**src/include/inset_cmd_pkg.sv**
```systemverilog
// Shared constants, command encodings and carrier types of the inset command controller.
// Assumes one system clock; all users refer to names as inset_cmd_pkg::name.
package inset_cmd_pkg;

	////////////////////////////////////////////////////////////////////////////////
	// Widths
	localparam int unsigned POS_W = 10;
	localparam int unsigned COL_W = 8;
	localparam int unsigned CMD_W = 8;
	localparam int unsigned IDX_W = 2;
	localparam int unsigned INSET_N = 16;

	////////////////////////////////////////////////////////////////////////////////
	// Command byte layout: operation in the upper nibble, row and column indices below
	localparam int unsigned OP_HI = 7;
	localparam int unsigned OP_LO = 4;
	localparam int unsigned ROW_HI = 3;
	localparam int unsigned ROW_LO = 2;
	localparam int unsigned COLI_HI = 1;
	localparam int unsigned COLI_LO = 0;

	// Operation patterns in the inset-writing role
	localparam logic [3:0] OP_LIVE_FRAMED = 4'h8;
	localparam logic [3:0] OP_HALT = 4'h9;
	localparam logic [3:0] OP_FRAME_A = 4'ha;
	localparam logic [3:0] OP_FRAME_B = 4'hb;
	localparam logic [3:0] OP_BG_FRAMED = 4'hc;
	localparam logic [3:0] OP_BG_FRAMELESS = 4'hd;
	localparam logic [3:0] OP_LIVE_FRAMELESS = 4'he;
	localparam logic [3:0] OP_MAIN_AREA = 4'hf;

	// Whole command bytes in the displaying role
	localparam logic [7:0] CMD_SHOW_ON = 8'h80;
	localparam logic [7:0] CMD_SHOW_OFF = 8'h90;

	////////////////////////////////////////////////////////////////////////////////
	// Role and layout codes, reset values
	localparam logic [7:0] ROLE_WRITER = 8'h01;
	localparam logic [7:0] ROLE_DISPLAY = 8'h05;
	localparam logic [7:0] LAYOUT_EXPERT = 8'h0f;
	localparam logic [7:0] ROLE_RESET = 8'h00;
	localparam logic [7:0] LAYOUT_RESET = 8'h00;
	localparam logic [9:0] OFFS_RESET = 10'h000;
	localparam logic [9:0] FRAME_W = 10'h001;
	localparam logic [9:0] DEF_INSET_PIXELS = 10'h0b4;
	localparam logic [9:0] DEF_INSET_LINES = 10'h048;

	////////////////////////////////////////////////////////////////////////////////
	// Decoded operations
	typedef enum logic [3:0] {
		DOP_NONE = 4'b0000,
		DOP_FRAME_A = 4'b0001,
		DOP_FRAME_B = 4'b0010,
		DOP_BG_FRAMED = 4'b0011,
		DOP_BG_FRAMELESS = 4'b0100,
		DOP_LIVE_FRAMED = 4'b0101,
		DOP_LIVE_FRAMELESS = 4'b0110,
		DOP_HALT = 4'b0111,
		DOP_MAIN_AREA = 4'b1000,
		DOP_SHOW_ON = 4'b1001,
		DOP_SHOW_OFF = 4'b1010
	} dop_t;

	////////////////////////////////////////////////////////////////////////////////
	// Carriers
	typedef struct packed {
		logic [9:0] line;
		logic [9:0] pixel;
		logic [9:0] lines;
		logic [9:0] pixels;
		logic [7:0] colour;
		logic ring_only;
	} fill_req_t;

	typedef struct packed {
		logic [9:0] line;
		logic [9:0] pixel;
		logic [7:0] colour;
	} mem_wr_t;

	typedef struct packed {
		logic [9:0] line;
		logic [9:0] pixel;
	} place_t;

endpackage

```
**src/hdl/area_fill_engine.sv**
```systemverilog
// Rectangle fill engine: sweeps a rectangle of field memory writing one colour.
// Assumes the field-memory side accepts a write when mem_ready is high, same clock.
`timescale 1ns/1ns
module area_fill_engine
(
	// Clock and reset
	input wire logic clock,
	input wire logic resetn,
	// Fill request
	input wire logic start,
	input wire inset_cmd_pkg::fill_req_t req,
	output logic busy,
	// Field-memory write
	output logic mem_valid,
	output inset_cmd_pkg::mem_wr_t mem_wr,
	input wire logic mem_ready
);

	typedef enum logic {
		ENG_IDLE = 1'b0,
		ENG_RUN = 1'b1
	} eng_state_t;

	eng_state_t state_q;
	inset_cmd_pkg::fill_req_t req_q;
	logic [9:0] x_q;
	logic [9:0] y_q;
	logic last_x;
	logic last_y;
	logic on_ring;
	logic step;

	assign last_x = (x_q == req_q.pixels - 10'h001);
	assign last_y = (y_q == req_q.lines - 10'h001);
	assign on_ring = (x_q == 10'h000) || last_x || (y_q == 10'h000) || last_y;
	// A write in flight holds the sweep until the memory takes it
	assign step = (state_q == ENG_RUN) && (!mem_valid || mem_ready);

	////////////////////////////////////////////////////////////////////////////////
	// Sweep control
	always_ff @(posedge clock or negedge resetn)
	begin
		if (!resetn)
		begin
			state_q <= ENG_IDLE;
			req_q <= '0;
			x_q <= 10'h000;
			y_q <= 10'h000;
		end
		else if (state_q == ENG_IDLE)
		begin
			if (start)
			begin
				state_q <= ENG_RUN;
				req_q <= req;
				x_q <= 10'h000;
				y_q <= 10'h000;
			end
		end
		else if (step)
		begin
			if (last_x)
			begin
				x_q <= 10'h000;
				y_q <= y_q + 10'h001;
				if (last_y)
				begin
					state_q <= ENG_IDLE;
				end
			end
			else
			begin
				x_q <= x_q + 10'h001;
			end
		end
	end

	////////////////////////////////////////////////////////////////////////////////
	// Write port: interior points of a ring-only fill are skipped, not written
	always_ff @(posedge clock or negedge resetn)
	begin
		if (!resetn)
		begin
			mem_valid <= 1'b0;
			mem_wr <= '0;
		end
		else if (step)
		begin
			mem_valid <= !req_q.ring_only || on_ring;
			mem_wr.line <= req_q.line + y_q;
			mem_wr.pixel <= req_q.pixel + x_q;
			mem_wr.colour <= req_q.colour;
		end
		else if (mem_ready)
		begin
			mem_valid <= 1'b0;
		end
	end

	always_ff @(posedge clock or negedge resetn)
	begin
		if (!resetn)
		begin
			busy <= 1'b0;
		end
		else
		begin
			busy <= (state_q == ENG_RUN) ? !(step && last_x && last_y) || !mem_ready : start;
		end
	end

endmodule

```
**src/hdl/inset_command_ctrl.sv**
```systemverilog
// Inset command interpreter: decodes the command byte, tracks live writing and display,
// places insets on the grid and drives the fill engine.
// Assumes all control inputs come from the serial control logic on the same clock.
//
// Behaviour
// - Frame commands paint inset border with frame colour a or b.
// - Background commands paint inset area with background colour, framed or frameless.
// - Commands start live writing into an inset, framed or frameless, or halt it.
// - Main-area command starts live writing outside insets, single combined device only.
// - Framed commands select bordered layout; frameless commands select borderless layout.
// - Each writer command other than main-area acts on the inset picked by its row and column indices.
// - Inset zero corner sits at the two origin offsets in the window.
// - Both origin offsets reset to zero.
// - Writer role: 0xc0 background, 0xa0 frame, 0x80 start live writing.
// - Writer role: 0x90 halts live writing, memory content kept.
// - Display role: 0x80 shows inset region, 0x90 stops showing it.
// - Low four bits hold two two-bit inset indices.
// - Start position changes move inset display without restart.
// - Role 0x01 selects inset writer, 0x05 selects main display.
// - Layout mode picks predefined layout; 0x0f picks expert layout.
// - No range checking or clamping of layout parameters.
`timescale 1ns/1ns
module inset_command_ctrl
(
	// Clock and reset
	input wire logic clock,
	input wire logic resetn,
	// Command register write
	input wire logic cmd_write,
	input wire logic [7:0] inset_command_reg,
	output logic command_pending_flag,
	// Configuration
	input wire logic [7:0] device_role_reg,
	input wire logic [7:0] layout_mode_reg,
	input wire logic combined_device,
	input wire logic [9:0] origin_line_offset,
	input wire logic origin_line_offset_write,
	input wire logic [9:0] origin_pixel_offset,
	input wire logic origin_pixel_offset_write,
	input wire logic [9:0] horiz_start_pos,
	input wire logic [9:0] vert_start_pos,
	input wire logic [9:0] inset_pixel_count,
	input wire logic [9:0] inset_line_count,
	input wire logic [7:0] frame_colour_a,
	input wire logic [7:0] frame_colour_b,
	input wire logic [7:0] background_colour,
	// State
	output logic [15:0] live_write_mask,
	output logic framed_layout,
	output logic main_area_write,
	output logic inset_showing,
	output logic writer_role,
	output logic expert_layout,
	output inset_cmd_pkg::place_t live_place,
	output inset_cmd_pkg::place_t display_start,
	// Field-memory fill port
	output logic mem_valid,
	output inset_cmd_pkg::mem_wr_t mem_wr,
	input wire logic mem_ready
);

	typedef enum logic {
		CTL_IDLE = 1'b0,
		CTL_FILL = 1'b1
	} ctl_state_t;

	// Two frame widths: one on each side of a cell
	localparam logic [9:0] FRAME_W2 = inset_cmd_pkg::FRAME_W + inset_cmd_pkg::FRAME_W;

	////////////////////////////////////////////////////////////////////////////////
	// Decoding helpers

	function automatic inset_cmd_pkg::dop_t decode_cmd(input logic [7:0] cmd,
		input logic writer, input logic display);
		inset_cmd_pkg::dop_t d;
		d = inset_cmd_pkg::DOP_NONE;
		if (display)
		begin
			if (cmd == inset_cmd_pkg::CMD_SHOW_ON)
				d = inset_cmd_pkg::DOP_SHOW_ON;
			else if (cmd == inset_cmd_pkg::CMD_SHOW_OFF)
				d = inset_cmd_pkg::DOP_SHOW_OFF;
		end
		else if (writer)
		begin
			unique case (cmd[inset_cmd_pkg::OP_HI:inset_cmd_pkg::OP_LO])
				inset_cmd_pkg::OP_LIVE_FRAMED: d = inset_cmd_pkg::DOP_LIVE_FRAMED;
				inset_cmd_pkg::OP_HALT: d = inset_cmd_pkg::DOP_HALT;
				inset_cmd_pkg::OP_FRAME_A: d = inset_cmd_pkg::DOP_FRAME_A;
				inset_cmd_pkg::OP_FRAME_B: d = inset_cmd_pkg::DOP_FRAME_B;
				inset_cmd_pkg::OP_BG_FRAMED: d = inset_cmd_pkg::DOP_BG_FRAMED;
				inset_cmd_pkg::OP_BG_FRAMELESS: d = inset_cmd_pkg::DOP_BG_FRAMELESS;
				inset_cmd_pkg::OP_LIVE_FRAMELESS: d = inset_cmd_pkg::DOP_LIVE_FRAMELESS;
				inset_cmd_pkg::OP_MAIN_AREA: d = inset_cmd_pkg::DOP_MAIN_AREA;
				default: d = inset_cmd_pkg::DOP_NONE;
			endcase
		end
		return d;
	endfunction

	// Inset number from the two index fields: row above column
	function automatic logic [3:0] inset_number(input logic [7:0] cmd);
		return {cmd[inset_cmd_pkg::ROW_HI:inset_cmd_pkg::ROW_LO],
			cmd[inset_cmd_pkg::COLI_HI:inset_cmd_pkg::COLI_LO]};
	endfunction

	// Corner of an inset cell; no clamping, wrap on overflow is accepted
	function automatic logic [9:0] cell_corner(input logic [9:0] origin, input logic [1:0] idx,
		input logic [9:0] size, input logic framed);
		logic [9:0] pitch;
		pitch = framed ? size + FRAME_W2 : size;
		return origin + 10'(idx * pitch);
	endfunction

	////////////////////////////////////////////////////////////////////////////////
	// Declarations

	ctl_state_t state_q;
	logic [7:0] cmd_q;
	logic [9:0] line_offs_q;
	logic [9:0] pix_offs_q;
	logic eng_busy;
	logic eng_start_q;
	inset_cmd_pkg::fill_req_t fill_req_q;
	inset_cmd_pkg::dop_t dop;
	logic accept;
	logic is_fill;
	logic role_writer;
	logic role_display;
	logic [9:0] size_pix;
	logic [9:0] size_lin;
	logic [9:0] corner_line;
	logic [9:0] corner_pixel;
	logic [3:0] target;
	logic cmd_framed;

	assign role_writer = (device_role_reg == inset_cmd_pkg::ROLE_WRITER);
	assign role_display = (device_role_reg == inset_cmd_pkg::ROLE_DISPLAY);
	assign dop = decode_cmd(cmd_q, role_writer, role_display);
	assign target = inset_number(cmd_q);
	assign is_fill = (dop == inset_cmd_pkg::DOP_FRAME_A) || (dop == inset_cmd_pkg::DOP_FRAME_B)
		|| (dop == inset_cmd_pkg::DOP_BG_FRAMED) || (dop == inset_cmd_pkg::DOP_BG_FRAMELESS);
	// Frameless variants are the only borderless ones
	assign cmd_framed = (dop != inset_cmd_pkg::DOP_BG_FRAMELESS)
		&& (dop != inset_cmd_pkg::DOP_LIVE_FRAMELESS);
	// Every command, fill or not, waits for an idle controller and a free engine
	assign accept = command_pending_flag && (state_q == CTL_IDLE) && !eng_busy && !eng_start_q;

	// Predefined layouts use fixed sizes, expert layout the programmed ones
	assign size_pix = expert_layout ? inset_pixel_count : inset_cmd_pkg::DEF_INSET_PIXELS;
	assign size_lin = expert_layout ? inset_line_count : inset_cmd_pkg::DEF_INSET_LINES;
	assign corner_line = cell_corner(line_offs_q, target[3:2], size_lin, cmd_framed);
	assign corner_pixel = cell_corner(pix_offs_q, target[1:0], size_pix, cmd_framed);

	////////////////////////////////////////////////////////////////////////////////
	// Command register and pending flag; a new write wins over the clear

	always_ff @(posedge clock or negedge resetn)
	begin
		if (!resetn)
		begin
			cmd_q <= 8'h00;
			command_pending_flag <= 1'b0;
		end
		else if (cmd_write)
		begin
			cmd_q <= inset_command_reg;
			command_pending_flag <= 1'b1;
		end
		else if (accept)
		begin
			command_pending_flag <= 1'b0;
		end
	end

	////////////////////////////////////////////////////////////////////////////////
	// Origin offsets, start positions and mode registers

	always_ff @(posedge clock or negedge resetn)
	begin
		if (!resetn)
		begin
			line_offs_q <= inset_cmd_pkg::OFFS_RESET;
			pix_offs_q <= inset_cmd_pkg::OFFS_RESET;
		end
		else
		begin
			if (origin_line_offset_write)
				line_offs_q <= origin_line_offset;
			if (origin_pixel_offset_write)
				pix_offs_q <= origin_pixel_offset;
		end
	end

	// Tracked every cycle so a live inset moves without any restart
	always_ff @(posedge clock or negedge resetn)
	begin
		if (!resetn)
		begin
			display_start <= '0;
		end
		else
		begin
			display_start.line <= vert_start_pos;
			display_start.pixel <= horiz_start_pos;
		end
	end

	always_ff @(posedge clock or negedge resetn)
	begin
		if (!resetn)
		begin
			writer_role <= 1'b0;
			expert_layout <= 1'b0;
		end
		else
		begin
			writer_role <= role_writer;
			expert_layout <= (layout_mode_reg == inset_cmd_pkg::LAYOUT_EXPERT);
		end
	end

	////////////////////////////////////////////////////////////////////////////////
	// Control state

	always_ff @(posedge clock or negedge resetn)
	begin
		if (!resetn)
		begin
			state_q <= CTL_IDLE;
		end
		else
		begin
			unique case (state_q)
				CTL_IDLE: if (accept && is_fill) state_q <= CTL_FILL;
				CTL_FILL: if (!eng_start_q && !eng_busy) state_q <= CTL_IDLE;
			endcase
		end
	end

	// Frame fills paint a one-pixel ring around the cell; backgrounds fill inside it
	always_ff @(posedge clock or negedge resetn)
	begin
		if (!resetn)
		begin
			eng_start_q <= 1'b0;
			fill_req_q <= '0;
		end
		else
		begin
			eng_start_q <= accept && is_fill;
			if (accept && is_fill)
			begin
				unique case (dop)
					inset_cmd_pkg::DOP_FRAME_A, inset_cmd_pkg::DOP_FRAME_B:
					begin
						fill_req_q.line <= corner_line;
						fill_req_q.pixel <= corner_pixel;
						fill_req_q.lines <= size_lin + FRAME_W2;
						fill_req_q.pixels <= size_pix + FRAME_W2;
						fill_req_q.ring_only <= 1'b1;
						fill_req_q.colour <= (dop == inset_cmd_pkg::DOP_FRAME_A)
							? frame_colour_a : frame_colour_b;
					end
					inset_cmd_pkg::DOP_BG_FRAMED:
					begin
						fill_req_q.line <= corner_line + inset_cmd_pkg::FRAME_W;
						fill_req_q.pixel <= corner_pixel + inset_cmd_pkg::FRAME_W;
						fill_req_q.lines <= size_lin;
						fill_req_q.pixels <= size_pix;
						fill_req_q.ring_only <= 1'b0;
						fill_req_q.colour <= background_colour;
					end
					default:
					begin
						fill_req_q.line <= corner_line;
						fill_req_q.pixel <= corner_pixel;
						fill_req_q.lines <= size_lin;
						fill_req_q.pixels <= size_pix;
						fill_req_q.ring_only <= 1'b0;
						fill_req_q.colour <= background_colour;
					end
				endcase
			end
		end
	end

	// Layout style follows the last accepted writer command other than main-area
	always_ff @(posedge clock or negedge resetn)
	begin
		if (!resetn)
			framed_layout <= 1'b1;
		else if (accept && role_writer && dop != inset_cmd_pkg::DOP_NONE
			&& dop != inset_cmd_pkg::DOP_MAIN_AREA)
			framed_layout <= cmd_framed;
	end

	////////////////////////////////////////////////////////////////////////////////
	// Live writing per inset; a halt keeps the memory content untouched

	genvar gi;
	generate
		for (gi = 0; gi < inset_cmd_pkg::INSET_N; gi++)
		begin : g_live
			always_ff @(posedge clock or negedge resetn)
			begin
				if (!resetn)
					live_write_mask[gi] <= 1'b0;
				else if (accept && target == 4'(gi))
				begin
					if (dop == inset_cmd_pkg::DOP_LIVE_FRAMED || dop == inset_cmd_pkg::DOP_LIVE_FRAMELESS)
						live_write_mask[gi] <= 1'b1;
					else if (dop == inset_cmd_pkg::DOP_HALT)
						live_write_mask[gi] <= 1'b0;
				end
			end
		end
	endgenerate

	always_ff @(posedge clock or negedge resetn)
	begin
		if (!resetn)
			live_place <= '0;
		else if (accept && (dop == inset_cmd_pkg::DOP_LIVE_FRAMED
			|| dop == inset_cmd_pkg::DOP_LIVE_FRAMELESS))
		begin
			live_place.line <= cmd_framed ? corner_line + inset_cmd_pkg::FRAME_W : corner_line;
			live_place.pixel <= cmd_framed ? corner_pixel + inset_cmd_pkg::FRAME_W : corner_pixel;
		end
	end

	always_ff @(posedge clock or negedge resetn)
	begin
		if (!resetn)
			main_area_write <= 1'b0;
		else if (accept && dop == inset_cmd_pkg::DOP_MAIN_AREA && combined_device)
			main_area_write <= 1'b1;
		else if (!role_writer)
			main_area_write <= 1'b0;
	end

	always_ff @(posedge clock or negedge resetn)
	begin
		if (!resetn)
			inset_showing <= 1'b0;
		else if (accept && dop == inset_cmd_pkg::DOP_SHOW_ON)
			inset_showing <= 1'b1;
		else if (accept && dop == inset_cmd_pkg::DOP_SHOW_OFF)
			inset_showing <= 1'b0;
	end

	////////////////////////////////////////////////////////////////////////////////
	// Fill engine

	area_fill_engine u_fill
	(
		.clock(clock),
		.resetn(resetn),
		.start(eng_start_q),
		.req(fill_req_q),
		.busy(eng_busy),
		.mem_valid(mem_valid),
		.mem_wr(mem_wr),
		.mem_ready(mem_ready)
	);

endmodule

```
**config.mk**
```make
export PLATFORM = sky130hd
export DESIGN_NAME = inset_command_ctrl
export DESIGN_NICKNAME = d
export VERILOG_FILES = /design/src/include/inset_cmd_pkg.sv /design/src/hdl/area_fill_engine.sv /design/src/hdl/inset_command_ctrl.sv
export SDC_FILE = /design/constraint.sdc
export NUM_CORES = 1
export LEC_CHECK = 0
export ABC_AREA = 1
export BUFFER_PORTS_ARGS = -buffer_cell sky130_fd_sc_hd__buf_2
export CORE_ASPECT_RATIO = 0.5
export CORE_MARGIN = 3
export CORE_UTILIZATION = 50
export CTS_CLUSTER_SIZE = 28
export DETAILED_ROUTE_END_ITERATION = 8
export PLACE_DENSITY_LB_ADDON = 0.05
export RECOVER_POWER = 100
export SLEW_MARGIN = 30
export SYNTH_ARGS = -nofsm -noshare
export SYNTH_HDL_FRONTEND = slang
export SYNTH_HIERARCHICAL = 1
export SYNTH_SLANG_ARGS = --single-unit
```
**constraint.sdc**
```tcl
create_clock -name clock -period 8.2 [get_ports clock]
set_input_delay 0.82 -clock clock [delete_from_list [all_inputs] [get_ports clock]]
set_output_delay 0.82 -clock clock [all_outputs]
set_load 0.01 [all_outputs]
```
==> flow_metrics.tcl, run 1 <==
set metrics [dict create \
    status "finished, violations left" \
    violations "max-capacitance violations, max-slew violations" \
    drt_iter0_markers 955 \
    drv_slew 229 \
    crit_fanout 32 \
    place_congestion 0.922 \
    ys.flop_type "dfrtp_1" \
    synth-edff-count 0 \
    synthDistinctLibCells 53 \
    start_util_pct 51.2 \
    hold_path.class "input pin to flop" \
    power_density_mw_per_mm2 187 \
    num_rows 43 \
    slew_headroom_pct -256 \
    finalHoldViolCount 0 \
    min_period_over_period_pct 76.8 \
    ys_ff_latch 241 \
    cpMostUsedCell "nand3_1" \
    crit_end "live_place[18]" \
    wl_mm 37.6 \
    syn_nets 2023 \
    final_cell_mix "nand2_1 (548), dfrtp_1 (240), inv_1 (198)" \
    design.core.area_sq_mm 0.0280 \
    antenna_found_initial 1 \
    drv_cap 4 \
    pre_cts_ws_ns 2.69 \
    ir_drop_mv 0.134 \
    clk_pin_slew_worst_paths_ns 0.06 \
    setup-violations-final 0 \
    final_common_cell "nand2_1" \
    drt-pass1-iter-count 5 \
    synthArstFlopShare_pct 100 \
    grt_pass1_vias 11499 \
    io_pins 206 \
    pwr-share-clk_pct 39.5 \
    worst_hold_slack_ns 0.379 \
    overflow 0 \
    comb_power_share_pct 17.7 \
    switchingPower_uw 890 \
    synthCells 1838 \
    total_leakage_power_nw 8.52 \
    areaGrowthSynthToFinish_pct 12.8 \
    layout.nets 2207 \
    grt_use_met3_pct 4.13 \
    crit_start "cmd_q[1]" \
    clkLatencyLatePin_ns 0.55 \
    vias 12327 \
    clk_path_buf_depth 3 \
    tns_ns 0 \
    tightestPinTransition_ns 5.34 \
    cts_buffers 24 \
    rr_worst_depth 22 \
    skew_ns 0.0246 \
    dieArea_sq_mm 0.0309 \
    cts_setup_buffers 0 \
    power_frac_seq_pct 42.8 \
    critical_path_class "flop to flop" \
    tritoncts "built" \
    grt_max_degree 145 \
    diodes 0 \
    htreeDepth 1 \
    io_buffers 205 \
    die-width_microns 245 \
    cp-end-kind "flop" \
    slowest_delay_ns 1.05 \
    max_freq_mhz 159 \
    startpoint_type "flop" \
    regToRegEndpoint "live_place[18]" \
    setup_slack_ns 1.90 \
    r2r_slack_ns 1.90 \
    met1_usage_pct 38.7 \
    synth_area_sq_mm 0.0143 \
    rsz0062_at_grt "no" \
    cts_resized 0 \
    place_hpwl_mm 28.5 \
    power_mw 3.02 \
    drc 0 \
    grt_pass1_wl_mm 61.3 \
    syn_area_per_cell_sq_um 7.80 \
    drive_above_1_share_pct 11.0 \
    yosysSeqAreaShare_pct 42.1 \
    cts_hold_buffers 0 \
    rr_startpoint "cmd_q[1]" \
    internal-power_mw 2.13 \
    netSwitchingFraction_pct 29.5 \
    root_buffer "clkbuf_16" \
    post-route-min-period_ns 6.30 \
    cp_cell_sequence "nor2_4 > nand2_1 > clkinvlp_2 > nand2_4 > nand3_1 > nand2_1 > nand3_1 > inv_1 > nor2_1 > a21oi_1 > nand2_1 > fa_1 > inv_1 > ha_1 > nand3_1 > nand3_1 > xor2_1 > nor3_1 > nand3_1 > xor2_1 > o21ai_0 > o21a_1" \
    wl_per_cell_microns 15.5 \
    critPathSlowestCell "inv_1" \
    cts_sinks 241 \
    ant_nets 0 \
    required_ns 8.62 \
    grt_use_total_pct 24.5 \
    busiest_layer "met1" \
    arrival_ns 6.72 \
    fp.dieH_microns 126 \
    yosysWarningCount 6 \
    viasPerCell 5.09 \
    use_met2_pct 35.5 \
]
-- worst min path at each step --
| stage | start | endpoint | cells after the start |
|---|---|---|---|
| after global placement | u_fill/mem_wr[6] | u_fill/mem_wr[6] | 2 |
| after CTS | resetn | display_start[7] | 1 |
| final | horiz_start_pos[6] | display_start[6] | 1 |
| after global routing | horiz_start_pos[3] | display_start[3] | 1 |
| after detailed placement | u_fill/mem_wr[6] | u_fill/mem_wr[6] | 2 |
| after floorplan | u_fill/req_q[0] | u_fill/req_q[0] | 2 |
-- cells by family (layout without fill, tap and decap cells) --
logic type / Yosys count / count (layout) / share of synthesized area, %
flip-flops: 241 / 241 / 42.1
adder cells (fa/ha/maj): 70 / 70 / 7.16
buffers and inverters: 270 / 471 / 7.71
AO/OA/AOI/OAI: 286 / 286 / 11.2
AND/OR/NAND/NOR: 885 / 885 / 26.4
XOR/XNOR: 72 / 72 / 4.40
multiplexers: 14 / 14 / 1.03
-- routing by layer --
layer	part of all wire [%]	vias up
met3	5.8	49
met1	51	5741
met5	0	-
li1	-	6239
met2	41	298
met4	1.8	0
-- sequential cells by signal, indices dropped and copies added, names as in the netlist, 8 cells and up --
| signal | cells |
|---|---|
| fill_req_q | 49 |
| u_fill/req_q | 49 |
| u_fill/y_q | 10 |
| line_offs_q | 10 |
| live_place | 20 |
| live_write_mask | 16 |
| display_start | 20 |
| cmd_q | 8 |
| pix_offs_q | 10 |
| u_fill/mem_wr | 28 |
| u_fill/x_q | 10 |
-- per-stage QoR --
stage	std cells	area, sq um	util [%]
finish	2421	16200	57.8
global placement	2378	15600	55.9
floorplan	1838	14300	-
CTS	2421	16500	58.9
global route	2421	16200	57.8
detailed placement	2378	15600	55.9
-- Yosys cell counts, types with 2 or more instances --
cell type  number  area (sq um)
a21oi_1        69           345
a21oi_2         3          26.3
a22oi_1         2          15.0
a31oi_1        21           131
buf_1           2          7.51
buf_2          19          95.1
buf_4           5          37.5
buf_6           3          33.8
clkbuf_1       26          97.6
dfrtp_1       240          6010
fa_1           20           400
ha_1           50           626
inv_1         194           728
inv_2          17          63.8
inv_4           2          12.5
mux2_2          6          67.6
mux2i_1         8          80.1
nand2_1       543          2040
nand2_2        14          87.6
nand2_4         3          33.8
nand3_1        79           395
nand3_2         3          30.0
nand3b_1        2          15.0
nand4_1        17           106
nor2_1        161           604
nor2_2          9          56.3
nor2_4         11           124
nor2_8          2          40.0
nor3_1         24           120
nor3_2          2          20.0
nor4_1          4          25.0
o211ai_1        6          45.0
o21a_1          7          52.6
o21ai_0       150           751
o21ai_1         3          15.0
o21ai_2        10          87.6
o21bai_1        6          45.0
o31a_1          3          26.3
or2_2           8          50.1
xnor2_1        17           149
xor2_1         55           482
-- power by group through the flow --
stage               Sequential (mW)  Combinational, mW  Clock (mW)
global placement               1.31              0.534           0
finish                         1.29              0.534        1.19
floorplan                      1.30              0.367           0
CTS                            1.29              0.544        1.22
detailed placement             1.31              0.540           0
global route                   1.30              0.614        1.28
-- layout make-up --
type                    instances  area, sq um
clock inverters                13          184
inverters                     214          807
multi-input cells            1327         7040
clock buffers                  30          663
flip-flops and latches        241         6030
repair buffers                214          965
fillers                      2795        11800
well taps                     382          478
-- critical path, delay by kind of cell (launching register included) --
kind | cells | cell delay (ns)
xor gates and xnor gates | 2 | 0.44
AOI/OAI and AO/OA | 3 | 0.53
DFF | 1 | 0.72
and+or+nand+nor | 12 | 2.32
buffers and inverters | 3 | 1.32
adders and majority gates | 2 | 0.84
No activity file was read; power rests on OpenSTA's default activity.
==> run 2: changes to the inputs <==
--- a/config.mk
+++ b/config.mk
@@ -5,7 +5,7 @@
 export SDC_FILE = /design/constraint.sdc
 export NUM_CORES = 1
 export LEC_CHECK = 0
-export ABC_AREA = 1
+export ABC_AREA = 0
 export BUFFER_PORTS_ARGS = -buffer_cell sky130_fd_sc_hd__buf_2
 export CORE_ASPECT_RATIO = 0.5
 export CORE_MARGIN = 3
==> constraint.sdc (replaced) <==
create_clock -name clock -period 5.13 [get_ports clock]
set_input_delay 0.513 -clock clock [delete_from_list [all_inputs] [get_ports clock]]
set_output_delay 0.513 -clock clock [all_outputs]
set_load 0.01 [all_outputs]
==> flow_metrics.tcl, run 2 <==
set metrics [dict create \
    total_leakage_power_nw 7.54 \
    final_cell_count_no_fill 2102 \
    synthCells 1500 \
    synth_top_family_by_area "simple AND/OR/NAND/NOR gates" \
    root_buffer "clkbuf_16" \
    start_util_pct 51.7 \
    yosysWarningCount 6 \
    num_rows 42 \
    synthSimpleGateAreaFrac_pct 21.6 \
    r2r_slack_ns 0.20 \
    io_buffers 205 \
    synth.most_common_cell "nand2_1" \
    synth_top_cell_by_area "dfrtp_1" \
    yosysSeqAreaShare_pct 43.4 \
    clkLatencyLatePin_ns 0.55 \
    final_core_util_pct 60.3 \
    layout.nets 1894 \
    power_mw 4.75 \
    viasPerCell 5.34 \
    overflow 0 \
    dieArea_sq_mm 0.0300 \
    drv_slew 160 \
    grt_pass1_vias 10911 \
    rr_worst_depth 19 \
    cts_sinks 241 \
    final_cell_area_sq_mm 0.0162 \
    tritoncts "built" \
    cts_buffers 24 \
    placed_area_sq_mm 0.0155 \
    crit_start "cmd_q[4]" \
    netlist.area_leader.share_pct 43.2 \
    critical_path_class "flop to flop" \
    crit_end "fill_req_q[48]" \
    synth.top_cells.by_area "dfrtp_1 (43%), nand2_1 (9.1%), xnor2_1 (4.5%)" \
    tightestPinTransition_ns 3.60 \
    hold_path.class "input pin to flop" \
    synthArstFlopShare_pct 100 \
    wl_per_cell_microns 17.1 \
    synthAdderAreaFrac_pct 7.37 \
    synth_area_sq_mm 0.0139 \
    crit_fanout 5 \
    vias 11225 \
    place_hpwl_mm 27.0 \
    yosys-top-cells-count "nand2_1 (337), dfrtp_1 (240), nor2_1 (94)" \
    slew_headroom_pct -140 \
    regToRegEndpoint "fill_req_q[48]" \
    drv_cap 3 \
    skew_ns 0.0200 \
    status "finished, violations left" \
    syn_area_per_cell_sq_um 9.28 \
    place_congestion 0.867 \
    post-route-min-period_ns 4.93 \
    wl_mm 35.9 \
    arrival_ns 5.34 \
    synth.mux.area_fraction_pct 5.49 \
    ys.flop_type "dfrtp_1" \
    drc 0 \
    final_common_cell "nand2_1" \
    ys_ff_latch 241 \
    max_freq_mhz 203 \
    place_inst 2051 \
    htreeDepth 1 \
    violations "max-capacitance violations, max-slew violations" \
    design.core.area_sq_mm 0.0269 \
    drt_iter0_markers 717 \
    rr_startpoint "cmd_q[4]" \
    startpoint_type "flop" \
    clk_pin_slew_worst_paths_ns 0.08 \
    largestRegisters "fill_req_q: 49 flops, u_fill/req_q: 49 flops, u_fill/mem_wr: 28 flops" \
    io_pins 206 \
    clk_path_buf_depth 3 \
    finalHoldViolCount 0 \
    ir_drop_mv 0.207 \
    synth-compound-area-share_pct 10.5 \
    syn_nets 1685 \
    setup-violations-final 0 \
    ant_nets 0 \
    drt-pass1-iter-count 5 \
    die-width_microns 242 \
    antenna_found_initial 4 \
    min_period_over_period_pct 96.1 \
    fill_cells 2505 \
    areaGrowthSynthToFinish_pct 16.6 \
    synth-edff-count 0 \
    grt_pass1_wl_mm 57.8 \
    drive_above_1_share_pct 16.1 \
    fp.dieH_microns 124 \
    required_ns 5.54 \
    power_density_mw_per_mm2 293 \
    final_cell_mix "nand2_1 (337), dfrtp_1 (239), buf_2 (114)" \
    synth_xor_area_share_pct 7.86 \
    grt_max_degree 103 \
    cp-end-kind "flop" \
    grt_use_total_pct 24.0 \
    synthDistinctLibCells 80 \
]
run 2: cell count changes in the layout (fill, tap and decap cells not counted), moves of 26 or more:
cell     delta
a21oi_1    -46
buf_4      +26
inv_1     -129
mux2_2     +42
nand2_1   -211
nand3_1    -42
nor2_1     -76
o21ai_0    -47
xnor2_1    +54
run 2: stage by stage:
stage                     hold WS [ns]  TNS (ns)  setup slack [ns]
after floorplan                  0.217         0            0.0752
after global placement           0.448   -0.0439           -0.0393
after detailed placement         0.451    -0.610            -0.277
after CTS                       0.0493         0            0.0603
after global routing            0.0497   -0.0203           -0.0203
final                           0.0781         0             0.200
run 2: routing by layer:
| layer | vias up | routed length (microns) | track usage, % |
|---|---|---|---|
| li1 | 5482 | - | - |
| met1 | 5447 | 17900 | 35.4 |
| met2 | 234 | 15400 | 37.1 |
| met3 | 54 | 1830 | 4.54 |
| met4 | 8 | 678 | 4.80 |
| met5 | - | 56 | 0 |
run 2: timing repair:
item | CTS | global route
hold buffers | 1 | 0
endpoints found under the setup margin | 2 | 4
pin swaps | 0 | 10
buffers inserted | 0 | 4
hold endpoints to repair | 77 | 0
gates cloned | 0 | 1
gates resized for setup | 1 | 19
run 2: power breakdown:
part,switching [mW],internal [mW]
Sequential,0.0779,1.97
Clock,0.777,1.04
Combinational,0.499,0.387
run 2: cell type report:
| cell class | instances | area [sq um] | share of cell area (%) |
|---|---|---|---|
| well taps | 374 | 468 | 2.89 |
| flip-flops and latches | 241 | 6030 | 37.2 |
| repair buffers | 247 | 1250 | 7.70 |
| clock inverters | 8 | 106 | 0.656 |
| clock buffers | 36 | 696 | 4.29 |
| inverters | 69 | 259 | 1.60 |
| multi-input cells | 1126 | 7410 | 45.7 |
| diodes | 1 | 2.50 | 0.0154 |
run 2: how the worst min path moves through the flow:
stage | end | startpoint | slack [ns] | cells after the start
floorplan | cmd_q[0] | resetn | 0.22 | 0
global placement | u_fill/req_q[5] | fill_req_q[5] | 0.45 | 2
detailed placement | u_fill/req_q[17] | fill_req_q[17] | 0.45 | 2
CTS | display_start[12] | vert_start_pos[2] | 0.05 | 1
global route | display_start[8] | horiz_start_pos[8] | 0.05 | 1
finish | display_start[8] | horiz_start_pos[8] | 0.08 | 1
run 2: kinds of logic (layout without fill, tap and decap cells):
| logic type | count (synthesis) | count (layout) |
|---|---|---|
| other | 0 | 1 |
| adder cells (fa/ha/maj) | 70 | 70 |
| AO/OA/AOI/OAI | 225 | 225 |
| XOR/XNOR | 124 | 124 |
| multiplexers | 70 | 70 |
| AND/OR/NAND/NOR | 637 | 637 |
| buffers and inverters | 133 | 360 |
| flip-flops | 241 | 241 |
run 2: worst max-delay path: stages (launching register included):
cell	delay, ns
dfrtp_2	0.41
inv_1	0.07
ha_1	0.28
and2_4	0.16
o2111ai_4	0.14
a2111oi_4	0.44
clkbuf_16	0.23
xnor2_2	0.12
and2_1	0.17
fa_1	0.42
ha_2	0.21
fa_2	0.35
a21o_1	0.18
a221o_1	0.38
o41ai_4	0.40
nand2_1	0.11
o221a_2	0.30
xnor2_2	0.20
xor2_1	0.16
a21oi_1	0.08
